`config.mk`:
```
export PLATFORM = sky130hd
export DESIGN_NAME = sld_driver
export DESIGN_NICKNAME = d
export VERILOG_FILES = /design/src/hdl/sld_driver.v /design/src/hdl/sld_sync.v
export VERILOG_INCLUDE_DIRS = /design/src /design/src/hdl
export SDC_FILE = /design/constraint.sdc
export NUM_CORES = 1
export LEC_CHECK = 0
export BUFFER_PORTS_ARGS = -buffer_cell sky130_fd_sc_hd__buf_2
export CAP_MARGIN = 10
export CELL_PAD_IN_SITES_DETAIL_PLACEMENT = 0
export CELL_PAD_IN_SITES_GLOBAL_PLACEMENT = 1
export CORE_MARGIN = 3
export CORE_UTILIZATION = 43
export CTS_CLUSTER_DIAMETER = 100
export DETAILED_ROUTE_END_ITERATION = 7
export GPL_TIMING_DRIVEN = 0
export PLACE_DENSITY_LB_ADDON = 0.25
export SLEW_MARGIN = 10
export SYNTH_ARGS = -nofsm -noshare
export SYNTH_HDL_FRONTEND = slang
export SYNTH_SLANG_ARGS = --single-unit
```
`constraint.sdc`:
```
create_clock -name clk -period 2.1 [get_ports clk]
set_input_delay 0.21 -clock clk [delete_from_list [all_inputs] [get_ports clk]]
set_output_delay 0.21 -clock clk [all_outputs]
set_load 0.1 [all_outputs]
```
`src/hdl/sld_map.vh`:
```
// Constants of the serial latch display driver: widths, reset values, buffer layout.
`ifndef SLD_MAP_VH
`define SLD_MAP_VH

// Serial word
`define SLD_WORD_BITS 12
`define SLD_WORD_MSB 11
`define SLD_WORD_ZERO 12'h000
`define SLD_BIT_ZERO 1'b0
`define SLD_BIT_ONE 1'b1

// Two-entry word buffer
`define SLD_BUF_DEPTH 2
`define SLD_CNT_W 2
`define SLD_CNT_ZERO 2'h0
`define SLD_CNT_ONE 2'h1
`define SLD_CNT_FULL 2'h2

// Shift counter since the last capture, saturating
`define SLD_SCNT_W 8
`define SLD_SCNT_ZERO 8'h00
`define SLD_SCNT_ONE 8'h01
`define SLD_SCNT_MAX 8'hFF

// Position of the next rise within a word, wraps after the last bit
`define SLD_MOD_W 4
`define SLD_MOD_ZERO 4'h0
`define SLD_MOD_ONE 4'h1
`define SLD_MOD_LAST 4'hB

// Capture tracker states
`define SLD_ST_IDLE 1'b0
`define SLD_ST_OPEN 1'b1

`endif

```
`src/hdl/sld_driver.v`:
```
// Serial shift register, output latch, blanking and cascade output of the display driver.
`timescale 1ns/1ps
`include "sld_map.vh"
module sld_driver (
    // System clock and synchronous reset
    input wire clk,
    input wire rst,
    // Serial link pins, asynchronous to clk
    input wire serial_clk,
    input wire serial_in,
    input wire load,
    input wire blank,
    // Cascade output
    output wire serial_out,
    // Display outputs, push-pull
    output wire [11:0] driver_outputs,
    // Captured-word stream out of the two-entry buffer
    output wire [11:0] word_data,
    output wire word_valid,
    input wire word_ready,
    // Buffer can accept the next capture
    output wire capture_ready,
    // Serial clock rises seen since the last capture, saturating
    output wire [7:0] shift_count,
    // Last capture followed a whole number of words
    output wire word_aligned
);

////////////////////////////////////////////////////////////////////////////////
// Input synchronisers

wire sclk_s;
wire sin_s;
wire load_s;
wire blank_s;

// All four pins cross into clk before any logic reads them
sld_sync u_sync_sclk (
    .clk(clk),
    .rst(rst),
    .async_in(serial_clk),
    .sync_out(sclk_s)
);

sld_sync u_sync_sin (
    .clk(clk),
    .rst(rst),
    .async_in(serial_in),
    .sync_out(sin_s)
);

sld_sync u_sync_load (
    .clk(clk),
    .rst(rst),
    .async_in(load),
    .sync_out(load_s)
);

sld_sync u_sync_blank (
    .clk(clk),
    .rst(rst),
    .async_in(blank),
    .sync_out(blank_s)
);

////////////////////////////////////////////////////////////////////////////////
// Edge detection on the synchronised link clock and load

reg sclk_prev_q;
reg load_prev_q;
wire sclk_rise;
wire sclk_fall;
wire load_fall;

// Previous levels reset to the pins' idle low level, so an idle link shows no
// edge after reset; a pin held high across reset gives one edge as it settles
always @(posedge clk) begin
    if (rst) begin
        sclk_prev_q <= `SLD_BIT_ZERO;
        load_prev_q <= `SLD_BIT_ZERO;
    end else begin
        sclk_prev_q <= sclk_s;
        load_prev_q <= load_s;
    end
end

// Data and clock share the same synchroniser depth, so data is sampled at the
// same skew as the clock edge; the controller's hold time covers the skew
assign sclk_rise = sclk_s & ~sclk_prev_q;
assign sclk_fall = ~sclk_s & sclk_prev_q;
assign load_fall = ~load_s & load_prev_q;

////////////////////////////////////////////////////////////////////////////////
// Shift register

reg [`SLD_WORD_MSB:0] shift_q;
reg [`SLD_WORD_MSB:0] shift_d;

// First bit in ends at the top after twelve rises, so MSB-first words land
// with word bit n at index n
always @* begin
    shift_d = shift_q;
    if (sclk_rise) begin
        shift_d = {shift_q[`SLD_WORD_MSB-1:0], sin_s};
    end
end

// Shifts regardless of load or blank
always @(posedge clk) begin
    if (rst) begin
        shift_q <= `SLD_WORD_ZERO;
    end else begin
        shift_q <= shift_d;
    end
end

////////////////////////////////////////////////////////////////////////////////
// Cascade output

reg sout_q;

// Last stage moves to the pin on the falling clock edge, half a period after
// the shift; a twelve-stage chain gives a twelve-clock pass-through delay
always @(posedge clk) begin
    if (rst) begin
        sout_q <= `SLD_BIT_ZERO;
    end else if (sclk_fall) begin
        sout_q <= shift_q[`SLD_WORD_MSB];
    end
end

assign serial_out = sout_q;

////////////////////////////////////////////////////////////////////////////////
// Output latch

reg [`SLD_WORD_MSB:0] latch_q;
reg [`SLD_WORD_MSB:0] latch_d;

// Transparent while load is high; the value seen at the falling edge stays.
// Follows shift_d while high; on a load fall it takes shift_q, so a shift in that same cycle loses the new bit.
always @* begin
    latch_d = latch_q;
    if (load_s) begin
        latch_d = shift_d;
    end else if (load_fall) begin
        latch_d = shift_q;
    end
end

// Blank is not an input here, so blanking never disturbs the latch
always @(posedge clk) begin
    if (rst) begin
        latch_q <= `SLD_WORD_ZERO;
    end else begin
        latch_q <= latch_d;
    end
end

////////////////////////////////////////////////////////////////////////////////
// Driver outputs

reg [`SLD_WORD_MSB:0] outs_q;

// Registered gating of the latch by blank; one clk of extra latency is far
// below the output slew times of a real tube driver
always @(posedge clk) begin
    if (rst) begin
        outs_q <= `SLD_WORD_ZERO;
    end else if (blank_s) begin
        outs_q <= `SLD_WORD_ZERO;
    end else begin
        outs_q <= latch_q;
    end
end

assign driver_outputs = outs_q;

////////////////////////////////////////////////////////////////////////////////
// Shift counter and word alignment

reg [`SLD_SCNT_W-1:0] scnt_q;
reg [`SLD_MOD_W-1:0] mod_q;
reg aligned_q;
reg trk_state_q;

localparam TRK_IDLE = `SLD_ST_IDLE;
localparam TRK_OPEN = `SLD_ST_OPEN;

// Counts rises since the last capture and their position within a word, so
// software can see whether a cascade was clocked a whole number of words
always @(posedge clk) begin
    if (rst) begin
        scnt_q <= `SLD_SCNT_ZERO;
        mod_q <= `SLD_MOD_ZERO;
        aligned_q <= `SLD_BIT_ZERO;
        trk_state_q <= TRK_IDLE;
    end else begin
        case (trk_state_q)
            TRK_IDLE: begin
                if (sclk_rise) begin
                    trk_state_q <= TRK_OPEN;
                    scnt_q <= `SLD_SCNT_ONE;
                    mod_q <= `SLD_MOD_ONE;
                end
            end
            TRK_OPEN: begin
                if (load_fall) begin
                    aligned_q <= (mod_q == `SLD_MOD_ZERO);
                    trk_state_q <= TRK_IDLE;
                    scnt_q <= `SLD_SCNT_ZERO;
                end else if (sclk_rise) begin
                    if (scnt_q != `SLD_SCNT_MAX) begin
                        scnt_q <= scnt_q + `SLD_SCNT_ONE;
                    end
                    if (mod_q == `SLD_MOD_LAST) begin
                        mod_q <= `SLD_MOD_ZERO;
                    end else begin
                        mod_q <= mod_q + `SLD_MOD_ONE;
                    end
                end
            end
            default: begin
                trk_state_q <= TRK_IDLE;
            end
        endcase
    end
end

assign shift_count = scnt_q;
assign word_aligned = aligned_q;

////////////////////////////////////////////////////////////////////////////////
// Two-entry capture buffer

reg [`SLD_WORD_MSB:0] buf0_q;
reg [`SLD_WORD_MSB:0] buf1_q;
reg wr_ptr_q;
reg rd_ptr_q;
reg [`SLD_CNT_W-1:0] cnt_q;
wire buf_push;
wire buf_pop;
wire buf_full;
wire buf_empty;

// The pins cannot be stalled, so the limitation is plain: a capture that meets
// a full buffer is not stored; capture_ready tells the source beforehand
assign buf_full = (cnt_q == `SLD_CNT_FULL);
assign buf_empty = (cnt_q == `SLD_CNT_ZERO);
assign capture_ready = ~buf_full;
assign buf_push = load_fall & ~buf_full;
assign buf_pop = word_valid & word_ready;

// Storage and write pointer
always @(posedge clk) begin
    if (rst) begin
        buf0_q <= `SLD_WORD_ZERO;
        buf1_q <= `SLD_WORD_ZERO;
        wr_ptr_q <= `SLD_BIT_ZERO;
    end else if (buf_push) begin
        if (wr_ptr_q) begin
            buf1_q <= shift_q;
        end else begin
            buf0_q <= shift_q;
        end
        wr_ptr_q <= ~wr_ptr_q;
    end
end

// Read pointer and fill count; push and pop together leave the count alone
always @(posedge clk) begin
    if (rst) begin
        rd_ptr_q <= `SLD_BIT_ZERO;
        cnt_q <= `SLD_CNT_ZERO;
    end else begin
        if (buf_pop) begin
            rd_ptr_q <= ~rd_ptr_q;
        end
        if (buf_push & ~buf_pop) begin
            cnt_q <= cnt_q + `SLD_CNT_ONE;
        end else if (buf_pop & ~buf_push) begin
            cnt_q <= cnt_q - `SLD_CNT_ONE;
        end
    end
end

assign word_valid = ~buf_empty;
assign word_data = rd_ptr_q ? buf1_q : buf0_q;

endmodule // sld_driver

```
`src/hdl/sld_sync.v`:
```
// Two flip-flop synchroniser for one input that comes from outside the clock domain.
`timescale 1ns/1ps
`include "sld_map.vh"
module sld_sync (
    // Clock and reset
    input wire clk,
    input wire rst,
    // Asynchronous level in, synchronised level out
    input wire async_in,
    output wire sync_out
);

reg stage1_q;
reg stage2_q;

// First stage is read only by the second stage
always @(posedge clk) begin
    if (rst) begin
        stage1_q <= `SLD_BIT_ZERO;
        stage2_q <= `SLD_BIT_ZERO;
    end else begin
        stage1_q <= async_in;
        stage2_q <= stage1_q;
    end
end

assign sync_out = stage2_q;

endmodule // sld_sync

```
After elaboration in Yosys (flattened, before gate mapping)
Cells that the tools add are included.
- bits in registers: 89
- bits in latches: 0
- bits in writable memories: 0
- memory bits (read-only): 0
- input bits: 7
- output and inout bits: 36
- word-level logic and storage cells: 81
- memories: 0
- $add $sub $neg: 4
- multipliers: 0
- divide/modulo/power cells: 0
- order comparisons: 0
- eq/ne operators: 8
- shift-type cells: 0
- multiplexer cells: 19
- bitwise gates (word level): 17
- reductions and logical operators: 10
- operators by type and width (operator ; count):
    12-bit 2-to-1 mux ; 4
    8-bit 2-to-1 mux ; 4
    4-bit 2-to-1 mux ; 4
    8-bit one-hot mux with 2 select lines ; 1
    1-bit inverter ; 10
    8-bit by 1-bit adder with 8-bit output, second input constant ; 1
    8-bit != test, second input constant ; 1
    4-bit one-hot mux with 2 select lines ; 1
    1-bit AND ; 7
    2-bit != test, second input constant ; 3
    2-bit AND reduction ; 3
    3-bit AND reduction ; 2
    4-bit by 1-bit adder with 4-bit output, second input constant ; 1
    4-bit == test, second input constant ; 1
    4-bit logical NOT ; 1
    2-bit 2-to-1 mux ; 2
    2-bit nonzero test ; 2
    3-bit by 2-bit != test with 1-bit output, second input constant ; 1
    3-bit != test, second input constant ; 1
    2-bit by 1-bit adder with 2-bit output, second input constant ; 1
    2-bit == test, second input constant ; 1
    2-bit logical NOT ; 1
    1-bit 2-to-1 mux ; 2
    1-bit one-hot mux with 2 select lines ; 1
    2 further kinds ; 2

Longest topological paths before layout
Gate-level depths: netlist of the first run.
- word-level depth: 7
- depth in mapped cells: 8
- mapped depth without buffers: 6

By module
A second synthesis of the first run with hierarchy kept.
- cell total of the unflattened synthesis: 392
- area, all modules: 3515.9 um^2
- modules (own cells, without submodules) (module ; times used ; cells an instance ; area each (um^2) ; seq. area each (um^2)):
    sld_driver ; 1 ; 376 ; 3305.7 ; 1621.6
    sld_sync ; 4 ; 4 ; 52.6 ; 40.0

Worst setup path before layout of the first run
Ideal clock, no wire load.
- path kind: register -> register
- start point: reg scnt_q[0], in the netlist shift_count[0]
- end point: reg scnt_q[0], in the netlist shift_count[0]
- setup time: 131 ps
- arrival: 2082 ps
- data required time: 1969 ps
- setup slack: -113 ps
- stages on the path, launching flop included: 6
- path buffers: 0
- period minus slack after synthesis: 2213 ps
- cell sequence: dfxtp_1 > ha_1 > nand4_1 > o21ai_2 > mux2i_1 > nor3b_1
- cells in the longest elaborated chain, start to end: 5
- elaborated cells on any way between the ends: 8
- classes of those cells: 1 x add/sub; 2 x eq/ne; 4 x mux; 1 x reduce/logical
- ends and longest elaborated chain (element ; RTL line ; text):
    start, declared ; sld_driver.v:182 ; reg [`SLD_SCNT_W-1:0] scnt_q;
    start signal, assigned ; sld_driver.v:194 ; scnt_q <= `SLD_SCNT_ZERO;
    start signal, assigned ; sld_driver.v:203 ; scnt_q <= `SLD_SCNT_ONE;
    start signal, assigned ; sld_driver.v:211 ; scnt_q <= `SLD_SCNT_ZERO;
    8-bit by 1-bit adder with 8-bit output (no source line) ; n/a ;
    8-bit 2-to-1 mux ; sld_driver.v:213 ; if (scnt_q != `SLD_SCNT_MAX) begin
    8-bit 2-to-1 mux ; sld_driver.v:212 ; end else if (sclk_rise) begin
    8-bit 2-to-1 mux ; sld_driver.v:208 ; if (load_fall) begin
    8-bit one-hot mux with 2 select lines ; sld_driver.v:199 ; case (trk_state_q)
Several ways; a longest one is shown, not always the timed one. The select of a mux whose other input is x is not followed.
A chain may end at the register's enable or synchronous reset.

Worst setup path after layout of the first run
- start point: reg rd_ptr_q
- end point: out word_data[11]
- cells in the longest elaborated chain, start to end: 1
- ends and longest elaborated chain (element ; RTL line ; text):
    start, declared ; sld_driver.v:239 ; reg rd_ptr_q;
    start signal, assigned ; sld_driver.v:273 ; rd_ptr_q <= `SLD_BIT_ZERO;
    start signal, assigned ; sld_driver.v:277 ; rd_ptr_q <= ~rd_ptr_q;
    12-bit 2-to-1 mux ; sld_driver.v:288 ; assign word_data = rd_ptr_q ? buf1_q : buf0_q;
    end, declared ; sld_driver.v:18 ; output wire [11:0] word_data,
No other way between the ends.

==> flow_summary.yaml, run 1 <==
sta:
  totalNegativeSetupSlack_ns: 0
  slew_headroom: 0.568
  slew_viol_final: 0
  tightestPinTransition_ns: 0.647
  min_period_over_period: 0.961
  hold_violations: 0
  final.setup_skew_ns: 0.00926
  fmax_mhz: 496
  fin_crit_ns: 2.02
  rsz0062_at_grt: "no"
  setup_viol: 0
power:
  vdd_ir_drop_max_v: 0.000878
  p_leak_nw: 1.64
  power_density_nw_per_um2: 856
yosys:
  yosys_warnings: 0
  synth.area.top_cells: "dfxtp_1 50%, nor2_1 6.0%, nand2_1 4.8%, a21oi_1 4.7%, mux2i_1 4.2%"
  synth_area_um2: 3540
  yosysTopAreaCellShare: 0.504
  synth_edf_count: 0
  syn_nets: 410
  synth-main-ff-cell: "dfxtp_1"
  synth.avg_cell_area_um2: 8.87
  synth_seq_area_share: 0.504
  async_flop_share: 0
  yosys.area.top_type: "dfxtp_1"
  ys_types: 45
  ys_ff_latch: 89
  synthCells: 399
worst_setup_path:
  r2r_end: "cnt_q[1]$_SDFFE_PP0P_"
  rr_startpoint: "u_sync_load.sync_out$_SDFF_PP0_"
  crit_path_cell_trace: "mux2_2 > buf_2"
  worstPathArrival_ns: 1.81
  required_ns: 1.89
  endpoint: "word_data[11]"
  crit_fanout: 13
  endpoint_kind: "primary output"
  path_class: "reg -> out"
  crit_start: "rd_ptr_q$_SDFFE_PP0P_"
  worst-r2r-setup-slack_ns: 0.16
  start_kind: "flop"
  cpPeakStageDelay_ns: 0.75
  crit_path_top_delay_cell: "dfxtp_1"
  reg2regPathDepth: 7
clocking:
  clock-root-buffer: "clkbuf_8"
  clkSinkCount: 89
  cts_tree: "done"
  cts_htree_levels: 3
  cts_buffer_depth: 2
  hold_buffers: 0
  clkTransAtPathRegs_ns: 0.09
  cts_buffers: 9
  clk_latency_ns: 0.36
routing:
  num_vias: 2912
  routed_wl_um: 8060
  drcViolationCount: 0
  drtIter0Drc: 121
  drtAntennaViolNets: 0
  via_per_inst: 5.23
  dr.pass1.iters: 4
  routedWlPerCell_um: 14.5
floorplan:
  std_cell_rows: 32
  die-area_um2: 9350
  core_um2: 7850
  dieHeight_um: 96.7
  io-pin-count: 43
  die_w_um: 96.7
  start_util: 0.451
cells_and_area:
  final_core_util: 0.520
  finalNetCount: 461
  fillers: 770
  layout_common_cells: "86 x dfxtp_1, 57 x nor2_1, 45 x nand2_1, 45 x buf_2, 33 x a21oi_1"
  mostFrequentLayoutCell: "dfxtp_1"
  multi_input_area_um2: 1630
  diodes: 0
  drive_above_1_share: 0.187
  area_growth_pct: 15.3
  seqCellArea_um2: 1790
placement:
  gp_congestion: 0.806
  portBuffers: 41
  dp_hpwl_um: 5560
global_route:
  grt_max_degree: 17
  antenna_found_initial: 0
  overflow: 0
  grt_pass1_wl_um: 13600
  grt_pass1_vias: 2738
  grt_usage: 0.176
run_status:
  status: "completed"
flow_run:
  drv_cap: 0
hold_path:
  hp-class: "in -> reg"
## through the flow
| stage | total power (W) | setup slack (ns) | cell area [um2] | cells | hold slack [ns] |
|---|---|---|---|---|---|
| floorplan | 0.00225 | 0.00224 | 3540 | 399 | 0.338 |
| global placement | 0.00235 | 0.127 | 3870 | 542 | 0.422 |
| detailed placement | 0.00235 | 0.0914 | 3870 | 542 | 0.427 |
| CTS | 0.00353 | 0.0453 | 4070 | 557 | 0.0482 |
| global route | 0.00364 | 0.0135 | 4080 | 557 | 0.0579 |
| finish | 0.00349 | 0.0824 | 4080 | 557 | 0.0613 |
## report_power, final
group          internal, W  switching, W
registers          0.00174     0.0000652
logic             0.000134      0.000364
clock network     0.000560      0.000627
total              0.00244       0.00106
## kinds of logic (layout without fill, tap and decap cells)
kind of cell,Yosys count,count (layout),share of synthesized area
buffers and inverters,29,85,0.0364
AO/OA/AOI/OAI,48,48,0.0778
adder cells (fa/ha/maj),4,4,0.0141
XOR/XNOR,4,4,0.00990
multiplexers,27,27,0.0806
flip-flops,89,89,0.504
AND/OR/NAND/NOR,198,198,0.278
## metal layers
layer  track usage  wire length, um  vias to the layer above
met4        0.0454               76                        0
met3        0.0490              400                        7
li1              -                -                     1464
met5             0                0                        -
met2         0.283             3760                       55
met1         0.233             3830                     1386
## synth_stat cells (4+ instances only)
| master | count |
|---|---|
| a21oi_1 | 33 |
| nor2b_1 | 13 |
| mux2_2 | 12 |
| buf_2 | 4 |
| mux2i_1 | 15 |
| nand2_1 | 45 |
| dfxtp_1 | 89 |
| ha_1 | 4 |
| nand2b_1 | 5 |
| or4_1 | 4 |
| nor4_1 | 12 |
| and2_1 | 13 |
| clkbuf_1 | 15 |
| buf_1 | 4 |
| nor2_1 | 57 |
| nand3_1 | 26 |
## final cells by class
cell class              instances  area share
flip-flops and latches         89       0.438
multi-input cells             281       0.400
repair buffers                 41      0.0503
well taps                     102      0.0313
clock buffers                   9      0.0304
plain buffers                  25      0.0279
clock inverters                 7      0.0193
inverters                       3     0.00276
## state kept, by name, summed over array words and instances (netlist names), 2 cells and up
register / cells
cnt_q: 2
buf0_q: 12
shift_q: 12
buf1_q: 12
shift_count: 8
mod_q: 4
latch_q: 12
driver_outputs: 12
## worst min-delay path by stage
stage	start	end	slack (ns)	cells after the start
2_1_floorplan	blank	u_sync_blank.stage1_q$_SDFF_PP0_	0.34	1
6_report	serial_in	u_sync_sin.stage1_q$_SDFF_PP0_	0.06	2
3_5_place_dp	u_sync_sclk.stage1_q$_SDFF_PP0_	u_sync_sclk.sync_out$_SDFF_PP0_	0.43	1
4_1_cts	blank	u_sync_blank.stage1_q$_SDFF_PP0_	0.05	2
5_1_grt	serial_clk	u_sync_sclk.stage1_q$_SDFF_PP0_	0.06	2
3_3_place_gp	serial_clk	u_sync_sclk.stage1_q$_SDFF_PP0_	0.42	2
## worst max-delay path: cells and delay by family, from the launching register on
kind	cells	cell delay, ns
flip-flops	1	0.75
buffers and inverters	1	0.29
multiplexers	1	0.41
## repair_timing
action                     CTS  global route
resized for setup            0             1
gates cloned                 0             0
setup endpoints to repair    9             1
buffers inserted             0             0
No activity file was read; power rests on OpenSTA's default activity.
==> run 2: changes to the inputs <==
Clock period 2.1 ns to 2.3 ns, I/O delays scaled along.
==> run 2 against run 1 <==
Compared with the run above:
- wire length is 0.51% higher
- register-to-register slack gained 0.12 ns
- power is 7.2% lower
- final cell count stayed put
- global-route usage is 0.23 points higher
- clock power fell by 4%
- final area about the same
- flip-flop and latch count stayed put
- non-clock buffer count stayed put
- utilization about the same
- critical path type unchanged
- critical endpoint is now word_data[4]
==> flow_summary.yaml, run 2 (synthesis gave the netlist of run 1 again) <==
placement:
  portBuffers: 41
  place_area_um2: 3870
  gp_congestion: 0.820
  place_inst: 542
  dp_hpwl_um: 5580
clocking:
  clkTransAtPathRegs_ns: 0.09
  cts_buffer_depth: 2
  cts_tree: "done"
  clkSinkCount: 89
  clock-root-buffer: "clkbuf_8"
  post_cts_buffers: 0
  cts_htree_levels: 3
  hold_buffers: 0
  clk_latency_ns: 0.36
  ctsResizeCount: 0
  cts_buffers: 9
sta:
  slew_viol_final: 0
  final.setup_skew_ns: 0.0116
  setup_viol: 0
  totalNegativeSetupSlack_ns: 0
  fin_crit_ns: 2.03
  hold_violations: 0
  rsz0062_at_grt: "no"
  fmax_mhz: 492
  tightestPinTransition_ns: 0.633
  slew_headroom: 0.577
  min_period_over_period: 0.883
cells_and_area:
  diodes: 0
  finalNetCount: 461
  fin_cells: 557
  design_area_um2: 4080
  drive_above_1_share: 0.180
  layout_common_cells: "89 x dfxtp_1, 57 x nor2_1, 45 x nand2_1, 45 x buf_2, 33 x a21oi_1"
  fillers: 820
  mostFrequentLayoutCell: "dfxtp_1"
  area_growth_pct: 15.2
global_route:
  grt_usage: 0.178
  grt_max_degree: 18
  overflow: 0
  grt_pass1_wl_um: 13500
  grt_pass1_vias: 2646
  antenna_found_initial: 0
routing:
  drcViolationCount: 0
  drtAntennaViolNets: 0
  drtIter0Drc: 94
  routed_wl_um: 8100
  routedWlPerCell_um: 14.5
  num_vias: 2849
  dr.pass1.iters: 4
  via_per_inst: 5.11
power:
  p_total_w: 0.00324
  power_density_nw_per_um2: 796
  p_leak_nw: 1.64
  vdd_ir_drop_max_v: 0.000748
floorplan:
  start_util: 0.451
  core_um2: 7850
  die-area_um2: 9350
  io-pin-count: 43
  dieHeight_um: 96.7
  die_w_um: 96.7
  std_cell_rows: 32
flow_run:
  drv_cap: 0
hold_path:
  min-delay-start: "blank"
  min_path_cells: 2
  hp-class: "in -> reg"
worst_setup_path:
  crit_fanout: 13
  crit_path_cell_trace: "mux2_2 > buf_2"
  crit_start: "rd_ptr_q$_SDFFE_PP0P_"
  endpoint_kind: "primary output"
  required_ns: 2.07
  cpPeakStageDelay_ns: 0.74
  reg2regPathDepth: 7
  crit_path_top_delay_cell: "dfxtp_1"
  path_class: "reg -> out"
  worst-r2r-setup-slack_ns: 0.28
  worstPathArrival_ns: 1.80
  start_kind: "flop"
  rr_startpoint: "u_sync_load.sync_out$_SDFF_PP0_"
run_status:
  status: "completed"
[run 2: cell types whose count changed in the layout (fill, tap and decap cells not counted), moves of 2 or more]
cell / delta
dfxtp_2: -3
clkinv_4: -2
inv_6: +2
dfxtp_1: +3
[run 2: through the flow]
stage / utilization / setup WS, ns / hold WS, ns
floorplan: - / 0.0871 / 0.358
global placement: 0.493 / 0.308 / 0.433
detailed placement: 0.493 / 0.300 / 0.428
CTS: 0.520 / 0.0413 / 0.0675
global route: 0.519 / 0.0951 / 0.0583
finish: 0.519 / 0.269 / 0.0810
[run 2: layout make-up]
type	instances	area (um2)	share of cell area
plain buffers	25	114	0.0279
clock buffers	9	124	0.0304
clock inverters	7	85.1	0.0209
inverters	3	11.3	0.00276
multi-input cells	281	1630	0.399
flip-flops and latches	89	1780	0.437
well taps	102	128	0.0313
repair buffers	41	205	0.0503
[run 2: report_power, final]
part | switching [W] | total (W) | internal, W
Combinational | 0.000331 | 0.000453 | 0.000122
Sequential | 0.0000583 | 0.00165 | 0.00159
Clock | 0.000615 | 0.00114 | 0.000525
[run 2: routing by layer]
metal / global-route usage / wire, um / vias up
met2: 0.258 / 3530 / 66
met5: 0 / 0 / -
li1: - / - / 1467
met1: 0.259 / 4010 / 1311
met3: 0.0454 / 474 / 5
met4: 0.0562 / 86 / 0
[run 2: final timing paths]
check	end
setup / recovery	word_data[4]
hold / removal	u_sync_blank.stage1_q$_SDFF_PP0_
setup reg to reg	cnt_q[1]$_SDFFE_PP0P_
hold reg to reg	u_sync_blank.sync_out$_SDFF_PP0_
[run 2: critical path, delay by kind of cell, from the launching register on]
family / cells / cell delay, ns
flops: 1 / 0.74
buf+inv: 1 / 0.29
mux: 1 / 0.42
==> run 3: changes to the inputs <==
Settings changed: CORE_MARGIN 3 to 2.
==> run 3 against run 2 <==
Compared with the run above:
- combinational power rose by 4.9%
- clock skew grew 0.0028 ns
- maximum frequency decreased by 6.4%
- sequential share of layout area shrank 0.21 points
- final cell count increased by 0.72%
- utilization decreased by 1.3 points
- largest power group unchanged
==> flow_summary.yaml, run 3 (synthesis gave the netlist of run 1 again) <==
run_status:
  status: "completed"
sta:
  fmax_mhz: 461
  final.setup_skew_ns: 0.0144
  slew_headroom: 0.584
  rsz0062_at_grt: "no"
  setup_viol: 0
  min_period_over_period: 0.944
  tightestPinTransition_ns: 0.625
  totalNegativeSetupSlack_ns: 0
  slew_viol_final: 0
  hold_violations: 0
  fin_crit_ns: 2.17
worst_setup_path:
  endpoint_kind: "primary output"
  crit_fanout: 10
  path_class: "reg -> out"
  worstPathArrival_ns: 1.94
  required_ns: 2.07
  start_kind: "flop"
  worst-r2r-setup-slack_ns: 0.29
clocking:
  post_cts_buffers: 0
  clkTransAtPathRegs_ns: 0.09
  cts_buffers: 9
  cts_tree: "done"
  clock-root-buffer: "clkbuf_8"
  cts_buffer_depth: 2
  cts_htree_levels: 3
  clkSinkCount: 89
  ctsResizeCount: 0
  clk_latency_ns: 0.35
  hold_buffers: 0
floorplan:
  die_w_um: 94.7
  dieHeight_um: 94.7
  die-area_um2: 8970
  std_cell_rows: 33
  start_util: 0.437
  io-pin-count: 43
  core_um2: 8090
routing:
  via_per_inst: 5.17
  drcViolationCount: 0
  routed_wl_um: 8010
  routedWlPerCell_um: 14.3
  drtAntennaViolNets: 0
  num_vias: 2902
  drtIter0Drc: 131
  dr.pass1.iters: 4
cells_and_area:
  layout_common_cells: "89 x dfxtp_1, 57 x nor2_1, 45 x nand2_1, 45 x buf_2, 33 x a21oi_1"
  multi_input_area_um2: 1630
  drive_above_1_share: 0.175
  design_area_um2: 4100
  fillers: 824
  mostFrequentLayoutCell: "dfxtp_1"
  diodes: 0
  finalNetCount: 462
  area_growth_pct: 15.8
  seqCellArea_um2: 1780
power:
  power_density_nw_per_um2: 806
  switchingPower_w: 0.000938
  clkPwrFrac: 0.363
  p_comb_frac: 0.144
  vdd_ir_drop_max_v: 0.000359
  power_switching_share: 0.284
  p_seq_frac: 0.494
  intPower_w: 0.00236
  p_leak_nw: 1.65
placement:
  portBuffers: 41
  gp_congestion: 0.827
  dp_hpwl_um: 5580
  place_area_um2: 3870
global_route:
  antenna_found_initial: 0
  grt_usage: 0.192
  grt_pass1_wl_um: 13400
  overflow: 0
  grt_max_degree: 15
  grt_pass1_vias: 2702
flow_run:
  drv_cap: 0
hold_path:
  hp-class: "in -> reg"
## run 3: cell types whose count changed in the layout (fill, tap and decap cells not counted)
cell / previous run / this run
buf_1: 3 / 4
bufinv_16: 1 / 2
clkbuf_1: 15 / 17
clkbuf_8: 9 / 10
clkinv_4: 0 / 1
clkinvlp_4: 2 / 1
inv_6: 2 / 0
inv_8: 2 / 0
## run 3: path summary, 6_finish.rpt
check,to,depth (start not counted),startpoint
worst max-delay path,word_data[9],3,rd_ptr_q$_SDFFE_PP0P_
worst min-delay path,u_sync_sclk.stage1_q$_SDFF_PP0_,2,serial_clk
worst max register to register,cnt_q[1]$_SDFFE_PP0P_,7,u_sync_load.sync_out$_SDFF_PP0_
worst min register to register,u_sync_blank.sync_out$_SDFF_PP0_,1,u_sync_blank.stage1_q$_SDFF_PP0_
## run 3: worst max-delay path, cell delays in order (launching register included)
cell     delay, ns
dfxtp_1       0.42
buf_1         0.47
mux2_2        0.40
buf_2         0.29
## run 3: area by class of cell
class / instances / area share
sequential: 89 / 0.435
buffer: 26 / 0.0287
clock buffer: 12 / 0.0354
inverter: 3 / 0.00275
clock inverter: 4 / 0.0186
tap: 105 / 0.0321
timing repair buffer: 41 / 0.0501
multi-input combinational: 281 / 0.397
## run 3: power by group through the flow
stage                     combinational [W]  sequential, W  clock, W
after floorplan                    0.000336        0.00172         0
after global placement             0.000476        0.00166         0
after detailed placement           0.000477        0.00167         0
after CTS                          0.000479        0.00163   0.00121
after global routing               0.000514        0.00164   0.00129
final                              0.000475        0.00163   0.00120
## run 3: metrics by stage
stage | worst slack (ns) | hold slack [ns] | utilization | std cells | total power (W)
global placement | 0.326 | 0.421 | 0.479 | 545 | 0.00214
CTS | 0.0983 | 0.0757 | 0.506 | 561 | 0.00332
finish | 0.129 | 0.0838 | 0.506 | 561 | 0.00330
floorplan | 0.0871 | 0.358 | - | 399 | 0.00206
global route | 0.0318 | 0.0781 | 0.506 | 561 | 0.00344
detailed placement | 0.320 | 0.423 | 0.479 | 545 | 0.00214
## run 3: per-layer routing
layer | vias to the layer above | part of all wire | track usage | wire length [um]
met1 | 1372 | 0.47 | 0.270 | 3780
met5 | - | 0 | 0 | 0
met4 | 0 | 0.011 | 0.0616 | 90
met3 | 9 | 0.058 | 0.0415 | 461
met2 | 54 | 0.46 | 0.296 | 3680
li1 | 1467 | - | - | -
